**src/rtl/odl_pkg.sv**
```systemverilog
// Package for the octal converter serial loader.
// Assumes one system clock; every user writes odl_pkg::name.
package odl_pkg;
	// Serial word layout
	localparam int WORD_BITS    = 16;
	localparam int CODE_BITS    = 12;
	localparam int CODE_POS     = 4;
	localparam int ADDR_POS     = 3;
	localparam int SEL_POS      = 0;
	localparam int SEL_BITS     = 3;
	localparam int NUM_CHAN     = 8;
	localparam logic [4:0] LAST_BIT_CNT = 5'h0f;

	// Register byte offsets
	localparam logic [7:0] OFF_CTRL   = 8'h00;
	localparam logic [7:0] OFF_STATUS = 8'h04;
	localparam logic [7:0] OFF_LAST   = 8'h08;
	localparam logic [7:0] OFF_DAC    = 8'h20;
	localparam logic [7:0] OFF_INPUT  = 8'h40;

	// Control field positions and reset value
	localparam int CTRL_HOLD_POS = 0;
	localparam logic CTRL_RESET  = 1'b0;

	// Status field positions
	localparam int ST_PEND_POS   = 0;
	localparam int ST_SHIFT_POS  = 1;
	localparam int ST_DONE_POS   = 2;
	localparam int ST_MISS_POS   = 3;
	localparam int ST_LEVEL_POS  = 8;

	// Latch reset value
	localparam logic [11:0] CODE_RESET = 12'h000;

	// Received word
	typedef struct packed {
		logic [11:0] code;
		logic        addr;
		logic [2:0]  sel;
	} odl_word_t;

	// Buffered latch write
	typedef struct packed {
		logic [2:0]  sel;
		logic [11:0] code;
	} odl_entry_t;

	// Frame sequencer states
	typedef enum logic [1:0] {
		ODL_IDLE  = 2'b00,
		ODL_SHIFT = 2'b01,
		ODL_DONE  = 2'b10
	} odl_state_t;
endpackage

```
**src/rtl/odl_loader.sv**
```systemverilog
// Serial loader for eight 12-bit converter channels, with its write FIFO.
// Assumes all pins are synchronous to clk_sys and the serial clock is slow
// enough that each level lasts at least one clk_sys cycle.
`timescale 1ns/1ps

module odl_fifo #(
	parameter int WIDTH = 15,
	parameter int DEPTH = 16
) (
	// Clock, reset, enable
	input  wire logic                     clk_sys,
	input  wire logic                     reset_n,
	input  wire logic                     clk_en,
	// Fill side
	input  wire logic [WIDTH-1:0]         in_data,
	input  wire logic                     in_valid,
	output      logic                     in_ready,
	// Drain side
	output      logic [WIDTH-1:0]         out_data,
	output      logic                     out_valid,
	input  wire logic                     out_ready,
	// Fill level
	output      logic [$clog2(DEPTH):0]   level
);
	localparam int AW = $clog2(DEPTH);

	// Refuse depths the pointer wrap cannot serve
	if (DEPTH < 2 || (1 << AW) != DEPTH || WIDTH < 1) begin : g_bad
		$error("odl_fifo: DEPTH must be a power of two >= 2");
	end
	logic [WIDTH-1:0] mem [DEPTH];       // Storage words
	logic [AW-1:0]    wr_q, wr_d;        // Write pointer
	logic [AW-1:0]    rd_q, rd_d;        // Read pointer
	logic [AW:0]      cnt_q, cnt_d;      // Occupancy
	logic             push, pop;         // Accepted transfers
	// Handshake and pointer next values
	always_comb begin
		in_ready  = (cnt_q != (AW+1)'(DEPTH)); // Full only at the true depth
		out_valid = (cnt_q != '0);
		push      = in_valid && in_ready;
		pop       = out_valid && out_ready;
		wr_d      = push ? wr_q + 1'b1 : wr_q;
		rd_d      = pop ? rd_q + 1'b1 : rd_q;
		cnt_d     = cnt_q + (AW+1)'(push) - (AW+1)'(pop); // Push with pop cancels
	end
	// Pointer registers
	always_ff @(posedge clk_sys or negedge reset_n) begin
		if (!reset_n) begin
			wr_q  <= '0;
			rd_q  <= '0;
			cnt_q <= '0;
		end else if (clk_en) begin
			wr_q  <= wr_d;
			rd_q  <= rd_d;
			cnt_q <= cnt_d;
		end
	end
	// Storage write, no reset needed
	always_ff @(posedge clk_sys) begin
		if (clk_en && push) begin
			mem[wr_q] <= in_data;
		end
	end
	assign out_data = mem[rd_q];
	assign level    = cnt_q;
endmodule // odl_fifo

module odl_loader #(
	parameter int FIFO_DEPTH = 16
) (
	// Clock, reset, enable
	input  wire logic                    clk_sys,
	input  wire logic                    reset_n,
	input  wire logic                    clk_en,
	// Serial link
	input  wire logic                    serial_clock_in,
	input  wire logic                    frame_sync_n,
	input  wire logic                    serial_data_in,
	output      logic                    serial_data_out,
	// Strap and strobes
	input  wire logic                    device_address_strap,
	input  wire logic                    load_all_strobe_n,
	input  wire logic                    clear_outputs_n,
	// Converter latch codes, channel A in the low bits
	output      logic [8*12-1:0]         dac_code,
	// APB slave
	input  wire logic                    psel,
	input  wire logic                    penable,
	input  wire logic                    pwrite,
	input  wire logic [7:0]              paddr,
	input  wire logic [31:0]             pwdata,
	input  wire logic [3:0]              pstrb,
	output      logic [31:0]             prdata,
	output      logic                    pready,
	output      logic                    pslverr
);
	localparam int NC = odl_pkg::NUM_CHAN;
	localparam int LW = $clog2(FIFO_DEPTH) + 1;

	if (FIFO_DEPTH < 2 || LW > 8) begin : g_bad
		$error("odl_loader: FIFO_DEPTH out of range");
	end
	// Channel window test, used for both latch banks
	function automatic logic in_bank(input logic [7:0] a, input logic [7:0] base);
		return (a[7:5] == base[7:5]) && (a[1:0] == 2'b00);
	endfunction
	// Serial sequencer state
	odl_pkg::odl_state_t st_q, st_d;     // Frame state
	logic [4:0]          cnt_q, cnt_d;   // Bits taken this frame
	logic [15:0]         sh_q, sh_d;     // Input shift register
	logic                sdo_q, sdo_d;   // Serial output flop
	logic                sck_q, fsn_q;   // Previous pin levels
	logic                pend_q, pend_d; // Word waiting for FIFO
	logic                miss_q, miss_d; // Last word had other address
	odl_pkg::odl_word_t  word_q, word_d; // Last complete word
	logic                sck_fall, sck_rise, fs_fall;
	odl_pkg::odl_word_t  rx;             // Word as completed now
	// FIFO link
	odl_pkg::odl_entry_t f_in, f_out;
	logic                f_in_ready, f_out_valid, f_out_ready;
	logic [LW-1:0]       f_level;
	// Latches and control
	logic [11:0] in_q [NC], in_d [NC];   // Input latches
	logic [11:0] dac_q [NC], dac_d [NC]; // Converter latches
	logic        hold_q, hold_d;         // Stall FIFO drain
	logic [31:0] rdata_q, rdata_d;       // Read data flop
	logic        err_q, err_d;           // Error flop
	logic        setup, wr_acc, mapped;
	// Serial frame sequencer next values
	always_comb begin
		sck_fall = sck_q && !serial_clock_in;
		sck_rise = !sck_q && serial_clock_in;
		fs_fall  = fsn_q && !frame_sync_n;
		st_d     = st_q;
		cnt_d    = cnt_q;
		sh_d     = sh_q;
		sdo_d    = sdo_q;
		pend_d   = pend_q;
		miss_d   = miss_q;
		word_d   = word_q;
		rx       = {sh_q[14:0], serial_data_in};
		// Pending word leaves once the FIFO takes it
		if (pend_q && f_in_ready) begin
			pend_d = 1'b0;
		end
		if (fs_fall) begin
			st_d  = odl_pkg::ODL_SHIFT;
			cnt_d = '0;
		end else if (st_q == odl_pkg::ODL_SHIFT) begin
			if (frame_sync_n) begin
				st_d = odl_pkg::ODL_IDLE;
			// sample on falling edge, stall while word waits
			end else if (sck_fall && !pend_q) begin
				sh_d  = rx;
				cnt_d = cnt_q + 1'b1;
				if (cnt_q == odl_pkg::LAST_BIT_CNT) begin
					st_d   = odl_pkg::ODL_DONE;
					word_d = rx;
					miss_d = (rx.addr != device_address_strap);
					pend_d = (rx.addr == device_address_strap);
				end
			end
		end
		if (sck_rise) begin
			sdo_d = sh_q[odl_pkg::WORD_BITS-1];
		end
	end

	// code and select fields into FIFO
	assign f_in = '{sel: word_q.sel, code: word_q.code};
	// Serial sequencer registers
	always_ff @(posedge clk_sys or negedge reset_n) begin
		if (!reset_n) begin
			st_q   <= odl_pkg::ODL_IDLE;
			cnt_q  <= '0;
			sh_q   <= '0;
			sdo_q  <= 1'b0;
			sck_q  <= 1'b0;
			fsn_q  <= 1'b1;
			pend_q <= 1'b0;
			miss_q <= 1'b0;
			word_q <= '0;
		end else if (clk_en) begin
			st_q   <= st_d;
			cnt_q  <= cnt_d;
			sh_q   <= sh_d;
			sdo_q  <= sdo_d;
			sck_q  <= serial_clock_in;
			fsn_q  <= frame_sync_n;
			pend_q <= pend_d;
			miss_q <= miss_d;
			word_q <= word_d;
		end
	end

	assign serial_data_out = sdo_q;
	// Word buffer between link and input latches
	odl_fifo #(.WIDTH($bits(odl_pkg::odl_entry_t)), .DEPTH(FIFO_DEPTH)) u_fifo (
		.clk_sys   (clk_sys),
		.reset_n   (reset_n),
		.clk_en    (clk_en),
		.in_data   (f_in),
		.in_valid  (pend_q),
		.in_ready  (f_in_ready),
		.out_data  (f_out),
		.out_valid (f_out_valid),
		.out_ready (f_out_ready),
		.level     (f_level)
	);

	assign f_out_ready = !hold_q;

	// Latch next values
	always_comb begin
		for (int i = 0; i < NC; i++) begin
			in_d[i] = in_q[i];
			if (f_out_valid && f_out_ready && f_out.sel == 3'(i)) begin
				in_d[i] = f_out.code;
			end
			if (!clear_outputs_n) begin
				dac_d[i] = odl_pkg::CODE_RESET;
			// load strobe copies all channels at once
			end else if (!load_all_strobe_n) begin
				dac_d[i] = in_q[i];
			end else begin
				dac_d[i] = dac_q[i];
			end
		end
	end

	// Latch registers
	always_ff @(posedge clk_sys or negedge reset_n) begin
		if (!reset_n) begin
			for (int i = 0; i < NC; i++) begin
				in_q[i]  <= odl_pkg::CODE_RESET;
				dac_q[i] <= odl_pkg::CODE_RESET;
			end
		end else if (clk_en) begin
			for (int i = 0; i < NC; i++) begin
				in_q[i]  <= in_d[i];
				dac_q[i] <= dac_d[i];
			end
		end
	end

	// Flatten converter codes
	for (genvar g = 0; g < NC; g++) begin : g_out
		assign dac_code[g*12 +: 12] = dac_q[g];
	end

	// APB decode, read capture and control write
	always_comb begin
		setup   = psel && !penable;
		wr_acc  = psel && penable && pwrite;
		mapped  = (paddr == odl_pkg::OFF_CTRL) || (paddr == odl_pkg::OFF_STATUS)
			|| (paddr == odl_pkg::OFF_LAST) || in_bank(paddr, odl_pkg::OFF_DAC)
			|| in_bank(paddr, odl_pkg::OFF_INPUT);
		rdata_d = rdata_q;
		err_d   = err_q;
		hold_d  = hold_q;
		if (setup) begin
			rdata_d = '0;
			// Only the control word is writable
			err_d   = !mapped || (pwrite && paddr != odl_pkg::OFF_CTRL);
			if (!pwrite) begin
				if (paddr == odl_pkg::OFF_CTRL) begin
					rdata_d[odl_pkg::CTRL_HOLD_POS] = hold_q;
				end else if (paddr == odl_pkg::OFF_STATUS) begin
					rdata_d[odl_pkg::ST_PEND_POS]  = pend_q;
					rdata_d[odl_pkg::ST_SHIFT_POS] = (st_q == odl_pkg::ODL_SHIFT);
					rdata_d[odl_pkg::ST_DONE_POS]  = (st_q == odl_pkg::ODL_DONE);
					rdata_d[odl_pkg::ST_MISS_POS]  = miss_q;
					rdata_d[odl_pkg::ST_LEVEL_POS +: LW] = f_level;
				end else if (paddr == odl_pkg::OFF_LAST) begin
					rdata_d[15:0] = word_q;
				end else if (in_bank(paddr, odl_pkg::OFF_DAC)) begin
					rdata_d[11:0] = dac_q[paddr[4:2]];
				end else if (in_bank(paddr, odl_pkg::OFF_INPUT)) begin
					rdata_d[11:0] = in_q[paddr[4:2]];
				end
			end
		end
		// Write lands at the access edge
		if (wr_acc && paddr == odl_pkg::OFF_CTRL && pstrb[0]) begin
			hold_d = pwdata[odl_pkg::CTRL_HOLD_POS];
		end
	end

	// APB registers
	always_ff @(posedge clk_sys or negedge reset_n) begin
		if (!reset_n) begin
			rdata_q <= '0;
			err_q   <= 1'b0;
			hold_q  <= odl_pkg::CTRL_RESET;
		end else if (clk_en) begin
			rdata_q <= rdata_d;
			err_q   <= err_d;
			hold_q  <= hold_d;
		end
	end

	// Zero-wait answer in every access phase
	assign pready  = psel && penable;
	assign prdata  = rdata_q;
	assign pslverr = psel && penable && err_q;
endmodule // odl_loader

```
**config.mk**
```make
export PLATFORM = sky130hd
export DESIGN_NAME = odl_loader
export DESIGN_NICKNAME = d
export VERILOG_FILES = /design/src/rtl/odl_pkg.sv /design/src/rtl/odl_loader.sv
export SDC_FILE = /design/constraint.sdc
export NUM_CORES = 1
export LEC_CHECK = 0
export BUFFER_PORTS_ARGS = -buffer_cell sky130_fd_sc_hd__buf_4
export CAP_MARGIN = 20
export CORE_UTILIZATION = 25
export DETAILED_ROUTE_END_ITERATION = 10
export PLACE_DENSITY = 0.45
export SLEW_MARGIN = 20
export SYNTH_ARGS = -nofsm -noshare
export SYNTH_HDL_FRONTEND = slang
export SYNTH_SLANG_ARGS = --single-unit
```
**constraint.sdc**
```tcl
create_clock -name clk_sys -period 3.8 [get_ports clk_sys]
set_clock_uncertainty 0.15 [all_clocks]
set_input_delay 0.19 -clock clk_sys [delete_from_list [all_inputs] [get_ports clk_sys]]
set_output_delay 0.19 -clock clk_sys [all_outputs]
set_load 0.02 [all_outputs]
```
======== Word-level counts from Yosys, hierarchy flattened ========
Memories as Yosys holds them, arrays and structs flattened.
Cells that the tools add are included.
word-level totals
  memories ................................ 1
  bits in writable memories ............... 240
  logic and storage cells ................. 175
  input port bits ......................... 56
  ROM bits ................................ 0
  register bits after elaboration ......... 267
  bits in latches ......................... 0
memories
  name        depth  width  read ports  clocked after Yosys merged registers in  wr ports  RTL line          text
  u_fifo.mem  16     15     1           0                                        1         odl_loader.sv:31  logic [WIDTH-1:0] mem [DEPTH];
operators by class
  muxes and demuxes ....................... 50
  equal/unequal tests ..................... 19
  divide/modulo/power cells ............... 0
  add/subtract/negate cells ............... 5
  shifts and indexed selects .............. 0
  $lt $le $gt $ge ......................... 1
  bitwise gates (word level) .............. 3
  reductions and logical operators ........ 63
  $mul .................................... 0
operators by type and width
  kind                                            count
  2-to-1 mux 12 bit                               23
  binary-select mux 12 bit (select 3 bit)         2
  AND reduction 2 bit                             14
  2-to-1 mux 5 bit                                5
  logical AND 1 bit                               24
  2-to-1 mux 16 bit                               1
  2-to-1 mux 15 bit                               1
  == test 3 bit (second input constant)           4
  2-to-1 mux 4 bit                                3
  2-to-1 mux 2 bit                                5
  == test 3 x 2 -> 1 bit (second input constant)  3
  2-to-1 mux 1 bit                                9
  adder 4 x 1 -> 4 bit (second input constant)    2
  == test 8 x 3 -> 1 bit (second input constant)  1
  == test 8 x 4 -> 1 bit (second input constant)  1
  logical NOT 8 bit                               1
  AND reduction 4 bit                             2
  nonzero test 8 bit                              1
  logical NOT 1 bit                               7
  == test 3 x 1 -> 1 bit (second input constant)  2
  AND reduction 6 bit                             1
  nonzero test 3 bit                              2
  adder 5 x 1 -> 5 bit                            1
  adder 5 x 1 -> 5 bit (second input constant)    1
  19 further kinds                                25

======== Longest topological paths before layout ========
  word-level depth ........................ 10
  depth in mapped cells ................... 13
  mapped depth without buffers ............ 13

======== Modules after synthesis ========
Synthesis repeated with hierarchy kept, for this count alone.
unflattened totals
  cells, all modules ...................... 1,497
  area total of the unflattened synthesis .. 21,738.3 sq um
by module, submodules not included
  module      cells an instance  times used  seq. area each (sq um)  area an instance (sq um)
  odl_loader  1,028              1           6,357.3                 11,852.6
  odl_fifo    469                1           7,532.2                 9,885.7

======== Least setup slack after synthesis ========
OpenSTA, ideal clock, no wires.
  kind .................................... flip-flop to flip-flop
  from .................................... register u_fifo.cnt_q[2], in the netlist u_fifo.level[2]
  to ...................................... register u_fifo.cnt_q[4], in the netlist u_fifo.level[4]
  library setup time ...................... 0.123 ns
  arrival ................................. 2.843 ns
  stages on the path, launching flop included .. 14
  path buffers ............................ 0
  setup slack ............................. 0.684 ns
  clock period less this slack ............ 3.116 ns
  cells stage by stage .................... dfrtp_1 -> inv_1 -> ha_1 -> or4b_2 -> and2_1 -> ha_1 -> inv_1 -> ha_1 -> fa_1 -> a21oi_1 -> o21bai_1 -> xnor2_1 -> nand2_1 -> xnor2_1
between the ends
  longest elaborated chain between the ends .. 4
ends and longest elaborated chain
  item                         RTL line          text
  start: declaration           odl_loader.sv:34  logic [AW:0] cnt_q, cnt_d;
  start signal: assignment     odl_loader.sv:55  cnt_q <= cnt_d;
  != test 5 bit                odl_loader.sv:38  in_ready = (cnt_q != (AW+1)'(DEPTH));
  logical AND 1 bit            odl_loader.sv:40  push = in_valid && in_ready;
  adder 5 x 1 -> 5 bit         odl_loader.sv:44  cnt_d = cnt_q + (AW+1)'(push) - (AW+1)'(pop);
  subtractor 5 x 1 -> 5 bit *  odl_loader.sv:44
Mark *: on every way between the ends. The rest lies on a longest branch, timed or not.
A chain may end at the register's enable or synchronous reset.

======== Worst setup path after layout ========
Same ends and word-level chain as after synthesis.

==> reports/results.tsv <==
stage	metric	value	unit
finish	final_nets	1733	
sta	clock.fmax	303.3	MHz
die	core_area	87020	um2
drt	drc	0	
finish	final_cell_mix	264 x dfrtp_1, 240 x edfxtp_1, 238 x nand2_1	
die	fp.dieW	298.8	um
setup_path	path_max_fanout	4	
sta	hold_viol	0	
power_and_ir_drop	p_leak	10.31	nW
sta	drv_slew	0	
global_route	track_usage	0.1426	
clock_tree	clockBufferDepth	3	
clock_tree	post_cts_resized	0	
synthesis	synthFlopType	dfrtp_1	
die	die_h	298.8	um
finish	n_antenna_cell	0	
setup_path	slowest_delay	0.64	ns
setup_path	cp.required	4.13	ns
clock_tree	cts_hold_buf	16	
die	rows	108	
drt	routed_wl	63730	um
die	initial_utilization	0.2531	
setup_path	cp-end-kind	register	
placed_design	io_buffers	136	
setup_path	r2r-start	u_fifo.level[2]	
clock_tree	cts-root-buf	clkbuf_16	
clock_tree	clk_pin_slew	0.06	ns
setup_path	crit_family	adder cells	
drt	wl_per_cell	22.27	um
drt	ant_nets	0	
global_route	grt_overflow	0	
drt	vias	13205	
min_path	hold_path.class	in2reg	
sta	tightest_slew	1.142	ns
sta	finalSetupTns	0	ns
global_route	grt_max_degree	104	
clock_tree	clock-sinks	507	
power_and_ir_drop	p_per_area	449.1	nW/um2
clock_tree	insertion_delay	0.60	ns
sta	fin_crit_sh	0.8676	
job	drv_cap	0	
clock_tree	htree_levels	2	
synthesis	yosysSeqAreaShare	0.6306	
global_route	grtUsageMet3	0.02574	
sta	slew_headroom	0.2389	
clock_tree	cts_setup_buffers	0	
setup_path	path_cells	inv_1 -> ha_1 -> or4b_2 -> and2_1 -> ha_1 -> inv_1 -> ha_1 -> fa_1 -> a21oi_1 -> o21bai_1 -> xnor2_1 -> nand2_1 -> xnor2_1	
finish	multi_input_area	7610	um2
setup_path	path_common_cell	ha_1	
synthesis	synthCells	1500	
synthesis	yosysWarningCount	0	
finish	area_delta_synth_final	19.52	%
synthesis	yosys_register_bits	507	
setup_path	startpoint_type	register	
setup_path	slowest_stage	or4b_2	
synthesis	synthArstFlopShare	0.5266	
synthesis	synth_cell_types	65	
sta	rsz0062_at_grt	false	
setup_path	path_buf_inv	2	
global_route	grt_pass1_wl	94040	um
global_route	grt_busiest_layer	met2	
finish	final_common_cell	dfrtp_1	
clock_tree	cts_buffers	54	
finish	seqCellArea	13890	um2
synthesis	synth.avg_cell_area	14.68	um2
sta	finalSetupViolations	0	
global_route	grt_pass1_vias	13548	
synthesis	synth_edf_count	240	
drt	drt_iter0_drc	980	
status	status	finished clean	
die	dieArea	89300	um2
placed_design	gp_congestion	0.7963	
setup_path	crit_path_start	u_fifo.level[2]	
drt	vias_per_cell	4.616	
finish	drive_gt1_frac	0.2737	
synthesis	synth_area	22030	um2
finish	nFillCells	8731	
min_path	min_from	paddr[6]	
setup_path	crit_type	reg2reg	
power_and_ir_drop	peakVddDrop	0.3397	mV
die	ioPinCount	187	
placed_design	post-dp-hpwl	42350	um
drt	firstDrtPassIters	5	
setup_path	arrival	3.62	ns
power_and_ir_drop	p_total	11.82	mW
global_route	antenna_found_initial	2	
global_route	grt.met2_usage	0.2262	
clock_tree	cts_tree	done	
sta	min_period	3.297	ns
global_route	gr-usage-met1	0.1990	
==> power breakdown <==
| group | switching, mW | internal [mW] |
|---|---|---|
| Clock | 2.16 | 2.98 |
| Combinational | 0.512 | 0.313 |
| Sequential | 0.0832 | 5.78 |
==> flip-flops by register name, indices dropped and copies added, names as in the netlist, 5 cells and up <==
| name | count |
|---|---|
| u_fifo.level | 5 |
| dac_code | 96 |
| u_fifo.mem | 240 |
| in_q | 96 |
| cnt_q | 5 |
| f_in | 15 |
| prdata | 16 |
| sh_q | 16 |
==> final timing paths <==
kind | to | slack [ns] | depth (start not counted)
hold reg to reg | prdata[2] | 0.34 | 2
setup / recovery | u_fifo.level[4] | 0.50 | 13
setup reg to reg | u_fifo.level[4] | 0.50 | 13
max in group asynchronous | dac_code[28] | 2.39 | 3
hold / removal | prdata[0] | 0.09 | 5
min in group asynchronous | dac_code[31] | 0.10 | 2
==> worst min-delay path: stages <==
cell	delay [ns]
buf_4	0.12
nor2_1	0.06
nand2_1	0.13
o221ai_1	0.11
o21ai_0	0.19
==> logic make-up (layout without fill, tap and decap cells) <==
| group | count (synthesis) | count (layout) | share of synthesized area |
|---|---|---|---|
| flip-flops | 507 | 507 | 0.6306 |
| AND/OR/NAND/NOR | 340 | 340 | 0.06680 |
| multiplexers | 280 | 280 | 0.2003 |
| AO/OA/AOI/OAI | 225 | 225 | 0.06089 |
| buffers and inverters | 121 | 312 | 0.02812 |
| adder cells (fa/ha/maj) | 15 | 15 | 0.008748 |
| XOR/XNOR | 11 | 11 | 0.004374 |
| other | 1 | 16 | 0.0001702 |
==> metal layers <==
metal,part of all wire,up-vias
met2,0.46,358
met4,0.026,0
met3,0.054,89
li1,-,5891
met1,0.46,6867
met5,0,-
==> through the flow <==
stage	utilization	hold slack [ns]	instances	worst slack, ns	instance area [um2]
finish	0.3025	0.09353	2861	0.5032	26330
global placement	0.2812	0.1643	2746	0.4457	24470
CTS	0.3025	0.04811	2861	0.4938	26330
floorplan	-	-0.2556	1515	0.6838	22080
global route	0.3025	0.1118	2861	0.2940	26330
detailed placement	0.2812	0.1694	2746	0.5046	24470
==> cells in the mapped netlist, types with 4 or more instances <==
library cell  count  share of area
buf_1             8         0.0014
clkbuf_1         57         0.0097
mux2_1           51          0.026
nand2b_1         12         0.0034
a32o_1            9         0.0041
mux4_2          103           0.11
mux2i_1          37          0.017
and3_1            5         0.0014
a21oi_1          34         0.0077
o22ai_1           9         0.0026
nor3_1            7         0.0016
a211oi_1         14         0.0048
and2_1           14         0.0040
a31oi_1           4         0.0011
dfrtp_1         266           0.30
nand2_1         239          0.041
nor2_1           37         0.0063
inv_1            13         0.0022
ha_1             13         0.0074
xnor2_1           8         0.0032
buf_6             7         0.0036
buf_2            14         0.0032
mux2_2           59          0.030
edfxtp_1        240           0.33
mux2_4           27          0.018
o21ai_2           5         0.0020
o21ai_0         123          0.028
nand4_1           5         0.0014
buf_4            21         0.0072
nor2b_1           5         0.0014
==> area by class of cell <==
type / instances / area share
Tap cell: 1155 / 0.05489
Clock buffer: 77 / 0.05656
Multi-Input combinational cell: 887 / 0.2891
Inverter: 13 / 0.001854
Clock inverter: 22 / 0.007699
Sequential cell: 507 / 0.5278
Timing Repair Buffer: 200 / 0.06216
No activity file was read; power rests on OpenSTA's default activity.
